**src/include/focc_pkg.sv**
```systemverilog
// Purpose: shared constants and types of the frequency offset compensation configuration block
// Assumes: one 8-bit configuration register reached over a plain address/strobe register port
// Notes: gain codes are expressed in units of K/2 so that K/2 itself is an integer
package focc_pkg;

  // register map
  localparam logic [5:0] FOCC_CFG_ADDR = 6'h19;
  localparam logic [7:0] FOCC_CFG_RESET = 8'h36;
  localparam logic [7:0] FOCC_RD_UNMAPPED = 8'h00;

  // field positions inside freq_offset_comp_cfg
  localparam int FOCC_GATE_BIT = 5;
  localparam int FOCC_PRE_K_LSB = 3;
  localparam int FOCC_POST_K_BIT = 2;
  localparam int FOCC_LIMIT_LSB = 0;

  // gain in units of K/2
  localparam logic [3:0] FOCC_GAIN_HALF_K = 4'h1;
  localparam logic [3:0] FOCC_GAIN_RESET = 4'h6;

  // saturation limit codes
  localparam logic [1:0] FOCC_LIMIT_OFF = 2'h0;
  localparam logic [1:0] FOCC_LIMIT_DIV8 = 2'h1;
  localparam logic [1:0] FOCC_LIMIT_DIV4 = 2'h2;
  localparam logic [1:0] FOCC_LIMIT_DIV2 = 2'h3;

  typedef struct packed {
    logic loop_freeze_until_carrier;
    logic [1:0] pre_sync_loop_gain;
    logic post_sync_loop_gain;
    logic [1:0] offset_saturation_limit;
  } focc_cfg_t;

  // register port request
  typedef struct packed {
    logic [5:0] addr;
    logic wr_en;
    logic rd_en;
    logic [7:0] wr_data;
  } focc_reg_req_t;

  typedef enum logic [0:0] {
    FOCC_ST_FROZEN,
    FOCC_ST_TRACKING
  } focc_loop_state_t;

endpackage : focc_pkg

```
**src/logic/focc_offset_clamp.sv**
```systemverilog
// Purpose: saturate the compensated frequency offset to a fraction of channel filter bandwidth
// Assumes: offset estimate and bandwidth share one scale; bandwidth is unsigned
// Notes: output holds its last value while the loop is frozen
`timescale 1ns/100ps
`default_nettype none
module focc_offset_clamp
#(
  parameter int W = 16
)
(
  // clock and reset
  input wire logic sys_clk_in,
  input wire logic reset_in,
  // control
  input wire logic hold_in,
  input wire logic [1:0] limit_code_in,
  // data
  input wire logic signed [W-1:0] offset_est_in,
  input wire logic [W-1:0] channel_filter_bandwidth_in,
  output logic signed [W-1:0] offset_comp_out
);
  import focc_pkg::*;

  logic signed [W-1:0] nxt_offset_comp;
  logic [W-1:0] lim_u;
  logic signed [W:0] pos_lim;
  logic signed [W:0] neg_lim;
  logic signed [W:0] off_ext;

  always_comb
  begin
    case (limit_code_in)
      FOCC_LIMIT_DIV8: lim_u = channel_filter_bandwidth_in >> 3;
      FOCC_LIMIT_DIV4: lim_u = channel_filter_bandwidth_in >> 2;
      FOCC_LIMIT_DIV2: lim_u = channel_filter_bandwidth_in >> 1;
      default: lim_u = '0;
    endcase
    pos_lim = $signed({1'b0, lim_u});
    neg_lim = -pos_lim;
    off_ext = {offset_est_in[W-1], offset_est_in};
    if (hold_in)
      nxt_offset_comp = offset_comp_out;
    else if (limit_code_in == FOCC_LIMIT_OFF)
      nxt_offset_comp = '0;
    else if (off_ext > pos_lim)
      nxt_offset_comp = pos_lim[W-1:0];
    else if (off_ext < neg_lim)
      nxt_offset_comp = neg_lim[W-1:0];
    else
      nxt_offset_comp = offset_est_in;
  end

  always_ff @(posedge sys_clk_in or posedge reset_in)
  begin
    if (reset_in)
      offset_comp_out <= '0;
    else
      offset_comp_out <= nxt_offset_comp;
  end

endmodule : focc_offset_clamp
`default_nettype wire

```
**src/logic/focc_top.sv**
```systemverilog
// Purpose: configuration register and loop control of frequency offset compensation
// Assumes: sync detect, carrier sense and restart come from demodulator logic on sys_clk_in
// Notes: all outputs registered; one cycle of latency from the demodulator inputs
//   freeze, gain and clamp hold all use next-state values so they change on one edge
//   the saturation code is not checked against the modulation format in use
`timescale 1ns/100ps
`default_nettype none
module focc_top
#(
  parameter int OFFSET_W = 16
)
(
  // clock and reset
  input wire logic sys_clk_in,
  input wire logic reset_in,
  // register port
  input wire focc_pkg::focc_reg_req_t reg_req_in,
  output logic [7:0] reg_rd_data_out,
  output logic reg_rd_valid_out,
  // demodulator status
  input wire logic rx_restart_in,
  input wire logic sync_detect_in,
  input wire logic carrier_sense_in,
  // loop control
  output logic offset_loop_freeze_out,
  output logic clock_recovery_freeze_out,
  output logic [3:0] offset_loop_gain_out,
  output focc_pkg::focc_cfg_t cfg_out,
  // offset data path
  input wire logic signed [OFFSET_W-1:0] offset_est_in,
  input wire logic [OFFSET_W-1:0] channel_filter_bandwidth_in,
  output logic signed [OFFSET_W-1:0] offset_comp_out
);
  import focc_pkg::*;

  ////////////////////////////////////////////////////////////////////////////////
  // configuration register

  focc_cfg_t cfg_ff;
  focc_cfg_t nxt_cfg;
  logic hit;

  always_comb
  begin
    hit = (reg_req_in.addr == FOCC_CFG_ADDR);
    nxt_cfg = cfg_ff;
    if (reg_req_in.wr_en && hit)
    begin
      // bits 7:6 are simply not stored
      nxt_cfg.loop_freeze_until_carrier = reg_req_in.wr_data[FOCC_GATE_BIT];
      nxt_cfg.pre_sync_loop_gain = reg_req_in.wr_data[FOCC_PRE_K_LSB +: 2];
      nxt_cfg.post_sync_loop_gain = reg_req_in.wr_data[FOCC_POST_K_BIT];
      nxt_cfg.offset_saturation_limit = reg_req_in.wr_data[FOCC_LIMIT_LSB +: 2];
    end
  end

  always_ff @(posedge sys_clk_in or posedge reset_in)
  begin
    if (reset_in)
      cfg_ff <= focc_cfg_t'(FOCC_CFG_RESET[5:0]);
    else
      cfg_ff <= nxt_cfg;
  end

  ////////////////////////////////////////////////////////////////////////////////
  // read port

  logic [7:0] rd_data_ff;
  logic [7:0] nxt_rd_data;
  logic rd_valid_ff;
  logic nxt_rd_valid;

  always_comb
  begin
    nxt_rd_valid = reg_req_in.rd_en;
    nxt_rd_data = rd_data_ff;
    // a read in the same cycle as a write returns the old contents
    if (reg_req_in.rd_en)
    begin
      if (hit)
        nxt_rd_data = {2'h0, cfg_ff};
      else
        nxt_rd_data = FOCC_RD_UNMAPPED;
    end
  end

  always_ff @(posedge sys_clk_in or posedge reset_in)
  begin
    if (reset_in)
    begin
      rd_data_ff <= 8'h00;
      rd_valid_ff <= 1'b0;
    end
    else
    begin
      rd_data_ff <= nxt_rd_data;
      rd_valid_ff <= nxt_rd_valid;
    end
  end

  ////////////////////////////////////////////////////////////////////////////////
  // receive phase: carrier and sync tracking

  focc_loop_state_t state_ff;
  focc_loop_state_t nxt_state;
  logic sync_seen_ff;
  logic nxt_sync_seen;

  always_comb
  begin
    nxt_state = state_ff;
    case (state_ff)
      FOCC_ST_FROZEN:
      begin
        if (carrier_sense_in)
          nxt_state = FOCC_ST_TRACKING;
      end
      FOCC_ST_TRACKING:
      begin
        // restart only re-arms the freeze once carrier sense has dropped
        if (rx_restart_in && !carrier_sense_in)
          nxt_state = FOCC_ST_FROZEN;
      end
      default:
      begin
        nxt_state = FOCC_ST_FROZEN;
      end
    endcase
    // a sync arriving with a restart still counts: set wins over clear
    nxt_sync_seen = sync_detect_in | (sync_seen_ff & ~rx_restart_in);
  end

  always_ff @(posedge sys_clk_in or posedge reset_in)
  begin
    if (reset_in)
    begin
      state_ff <= FOCC_ST_FROZEN;
      sync_seen_ff <= 1'b0;
    end
    else
    begin
      state_ff <= nxt_state;
      sync_seen_ff <= nxt_sync_seen;
    end
  end

  ////////////////////////////////////////////////////////////////////////////////
  // loop freeze

  logic freeze_ff;
  logic nxt_freeze;

  always_comb
  begin
    // gating off releases the loops at once, even mid-reception
    nxt_freeze = 1'b0;
    if (cfg_ff.loop_freeze_until_carrier && (nxt_state == FOCC_ST_FROZEN))
      nxt_freeze = 1'b1;
  end

  always_ff @(posedge sys_clk_in or posedge reset_in)
  begin
    if (reset_in)
      freeze_ff <= 1'b1;
    else
      freeze_ff <= nxt_freeze;
  end

  ////////////////////////////////////////////////////////////////////////////////
  // loop gain in units of K/2

  logic [3:0] pre_gain;
  logic [3:0] gain_ff;
  logic [3:0] nxt_gain;

  always_comb
  begin
    // codes 0..3 map to K..4K, which is 2..8 in half-K units
    pre_gain = {1'b0, cfg_ff.pre_sync_loop_gain, 1'b0} + 4'h2;
    // uses the next sync view so gain and freeze move on the same edge
    if (nxt_sync_seen && cfg_ff.post_sync_loop_gain)
      nxt_gain = FOCC_GAIN_HALF_K;
    else
      nxt_gain = pre_gain;
  end

  always_ff @(posedge sys_clk_in or posedge reset_in)
  begin
    if (reset_in)
      gain_ff <= FOCC_GAIN_RESET;
    else
      gain_ff <= nxt_gain;
  end

  ////////////////////////////////////////////////////////////////////////////////
  // offset saturation; software must pick code 0 for ASK/OOK, nothing here enforces it

  focc_offset_clamp
  #(
    .W(OFFSET_W)
  )
  u_clamp
  (
    .sys_clk_in(sys_clk_in),
    .reset_in(reset_in),
    .hold_in(nxt_freeze),
    .limit_code_in(cfg_ff.offset_saturation_limit),
    .offset_est_in(offset_est_in),
    .channel_filter_bandwidth_in(channel_filter_bandwidth_in),
    .offset_comp_out(offset_comp_out)
  );

  assign reg_rd_data_out = rd_data_ff;
  assign reg_rd_valid_out = rd_valid_ff;
  assign offset_loop_freeze_out = freeze_ff;
  assign clock_recovery_freeze_out = freeze_ff;
  assign offset_loop_gain_out = gain_ff;
  assign cfg_out = cfg_ff;

endmodule : focc_top
`default_nettype wire

```
**config.mk**
```make
export PLATFORM = sky130hd
export DESIGN_NAME = focc_top
export DESIGN_NICKNAME = d
export VERILOG_FILES = /design/src/include/focc_pkg.sv /design/src/logic/focc_offset_clamp.sv /design/src/logic/focc_top.sv
export SDC_FILE = /design/constraint.sdc
export NUM_CORES = 1
export LEC_CHECK = 0
export ABC_AREA = 1
export BUFFER_PORTS_ARGS = -buffer_cell sky130_fd_sc_hd__buf_2
export CORE_ASPECT_RATIO = 0.5
export CORE_MARGIN = 3
export CORE_UTILIZATION = 40
export DETAILED_ROUTE_END_ITERATION = 16
export PLACE_DENSITY = 0.66
export SETUP_SLACK_MARGIN = 0.3
export SYNTH_ARGS = -nofsm -noshare
export SYNTH_HDL_FRONTEND = slang
export SYNTH_HIERARCHICAL = 1
export SYNTH_SLANG_ARGS = --single-unit
```
**constraint.sdc**
```tcl
create_clock -name sys_clk_in -period 8 [get_ports sys_clk_in]
set_input_delay 1.2 -clock sys_clk_in [delete_from_list [all_inputs] [get_ports sys_clk_in]]
set_output_delay 1.2 -clock sys_clk_in [all_outputs]
set_load 0.02 [all_outputs]
```
==> results.json <==
{
  "num_io_pins": 90,
  "n_fill_cell": 931,
  "io_buffers": 84,
  "wl_per_cell_um": 12.6,
  "dp_hpwl_mm": 7.64,
  "cts_tree": "yes",
  "drcViolationCount": 0,
  "yosysSeqAreaShare_pct": 23.8,
  "status": "finished clean",
  "p_per_area_mw_per_mm2": 224,
  "ant_nets": 0,
  "grt_max_degree": 34,
  "wl_met3_um": 501,
  "max_freq_ghz": 0.223,
  "synth_area_leaders": "dfrtp_1 (19%), nand2_1 (18%), ha_1 (11%)",
  "post_drt_via_cell_ratio": 4.89,
  "grt.overflow.total": 0,
  "antennaDiodeCount": 0,
  "rsz0062_at_grt": "no",
  "fin_tns_setup_ns": 0,
  "cts_setup_buffers": 0,
  "power.leakage_uw": 0.00264,
  "top_layer": "met5",
  "wl_mm": 9.50,
  "cts_htree_levels": 2,
  "max_cap_violations": 0,
  "fin_crit_ns": 4.48,
  "synth_common_cells": "nand2_1 (187), nand3_1 (66), inv_1 (61)",
  "required_ns": 8.17,
  "path_clk_slew_ns": 0.06,
  "coreArea_mm2": 0.00901,
  "cts_hold_buf": 0,
  "power.total_uw": 997,
  "p_int_uw": 544,
  "peakVddDrop_v": 0.000104,
  "synth-edff-count": 0,
  "crit_path_start_kind": "register",
  "grt_pass1_wl_mm": 16.0,
  "worst_clock_skew_ns": 0.00210,
  "power.share.clock_pct": 22.1,
  "grt_antenna_before_repair": 1,
  "postSynthCellCount": 559,
  "clockRootBuffer": "clkbuf_16",
  "setup_viol": 0,
  "async_flop_share_pct": 100,
  "arrival_ns": 4.65,
  "synth_flop_cell": "dfrtp_1",
  "syn-cell-area_mm2": 0.00382,
  "cts.repair.resized": 0,
  "critical_path_class": "reg2reg",
  "worst_slack_ns": 3.52,
  "slew_viol_final": 0,
  "insertion_delay_ns": 0.28,
  "start_util_pct": 42.4,
  "die_w_um": 144,
  "routabilityCongestion": 0.924,
  "finalCritPeriodShare_pct": 56.0,
  "drt_iter0_drc": 190,
  "area_delta_synth_final_pct": 16.5,
  "preCtsSetupSlack_ns": 3.44,
  "hold_violations": 0,
  "grtUsageTotal_pct": 18.3,
  "synth_warnings": 6,
  "synth.avg_cell_area_um2": 6.84,
  "cts_buffer_depth": 2,
  "dieArea_mm2": 0.0108,
  "yosysMostFrequentCell": "nand2_1",
  "synth_top_cell_area_share_pct": 19.0,
  "vias": 3691,
  "fp-row-count": 24,
  "swShare_pct": 45.5,
  "numCtsBuffers": 5,
  "tightest_slew_ns": 0.749,
  "yosysUniqueCellTypes": 35,
  "min_path_type": "reg2reg",
  "relSlewSlack_pct": 50.0,
  "synth_area_leader_cell": "dfrtp_1",
  "ys_seq_elements": 36,
  "cp-end-kind": "register",
  "clock-sinks": 36,
  "cp_max_fo": 33,
  "layout-drive-gt1-share_pct": 26.6,
  "final_nets": 723,
  "p_sw_uw": 454,
  "wl_met1_mm": 4.59,
  "firstDrtPassIters": 4,
  "die_h_um": 75.1,
  "p_seq_share_pct": 23.6,
  "power_frac_comb_pct": 54.3,
  "grt_pass1_vias": 3373,
  "dr_wl_met2_mm": 4.32
}
sequential cells by signal, indices dropped and copies added, names as in the netlist:
signal                     count
reg_rd_valid_out               1
u_clamp/offset_comp_out       16
reg_rd_data_out                6
state_ff                       1
cfg_out                        6
sync_seen_ff                   1
clock_recovery_freeze_out      1
offset_loop_gain_out           4
layout by cell type (no fill, tap or decap), drive strengths merged:
master  instances
a21boi          1
a21o            3
a21oi          11
and2            1
buf            87
bufinv          1
clkbuf          6
clkinv          1
conb            2
dfrtp          29
dfstp           7
ha             33
inv            65
nand2         202
nand3          81
nand3b         14
nand4          10
nor2           65
nor3            2
o21ai          10
o21bai          1
xor2            6
cells by family (layout without fill, tap and decap cells):
group / count (synthesis) / in the layout / synth area share, %
buffers and inverters: 82 / 160 / 9.72
xor gates and xnor gates: 6 / 6 / 1.96
AOI/OAI and AO/OA: 26 / 26 / 4.42
DFF: 36 / 36 / 23.8
and+or+nand+nor: 375 / 375 / 49.2
adders and majority gates: 33 / 33 / 10.8
other: 1 / 2 / 0.0981
critical path, cell delays in order, from the launching register on:
cell and delay, ns:
dfstp_2 0.96, inv_2 0.19, nand2_8 0.15, nor2_1 0.06
nor2_2 0.23, ha_1 0.23, inv_1 0.06, nor2_2 0.14
nand2_2 0.14, nor2_4 0.15, nand2_1 0.08, nand2_1 0.06
nand2_1 0.09, ha_1 0.30, nand2_1 0.05, nor2_1 0.17
nand3_1 0.10, nor2_1 0.11, nor2_1 0.07, nand3_1 0.10
nand2_2 0.26, nor2_4 0.41, nand2_1 0.12, nand3_1 0.09
nand2_1 0.05
layout make-up:
class                   count  area [um^2]  area share, %
clock inverters             2         35.0          0.787
multi-input cells         442         2540           57.2
repair buffers             87          443           9.95
flip-flops and latches     36          910           20.4
clock buffers               6          129           2.89
inverters                  65          244           5.48
well taps                 117          146           3.29
power by group through the flow:
stage | clock (uW) | sequential [uW] | combinational (uW)
detailed placement | 0 | 239 | 541
CTS | 225 | 236 | 544
finish | 220 | 235 | 542
global placement | 0 | 238 | 534
global route | 234 | 241 | 618
floorplan | 0 | 268 | 386
metal layers:
metal	GRT usage, %	up-vias
met5	0	-
met4	3.10	2
met3	4.76	8
met2	31.2	71
met1	24.1	1677
li1	-	1933
through the flow:
stage	hold WS (ns)	std cells	instance area (um^2)	util, %
floorplan	0.450	560	3830	-
global placement	0.458	747	4290	47.6
detailed placement	0.463	747	4290	47.6
CTS	0.478	755	4450	49.4
global route	0.491	755	4450	49.4
finish	0.470	755	4450	49.4
final timing paths:
path                                             startpoint                           to  slack [ns]  cells past startpoint
worst max-delay path                             cfg_out[1]  u_clamp/offset_comp_out[10]        3.52                     24
worst min-delay path            u_clamp/offset_comp_out[13]  u_clamp/offset_comp_out[13]        0.47                      2
worst max register to register                   cfg_out[1]  u_clamp/offset_comp_out[10]        3.52                     24
worst min register to register  u_clamp/offset_comp_out[13]  u_clamp/offset_comp_out[13]        0.47                      2
max in group asynchronous                          reset_in             reg_rd_valid_out        6.48                      2
min in group asynchronous                          reset_in   u_clamp/offset_comp_out[3]        1.02                      2
(Power assumes the default switching activity.)
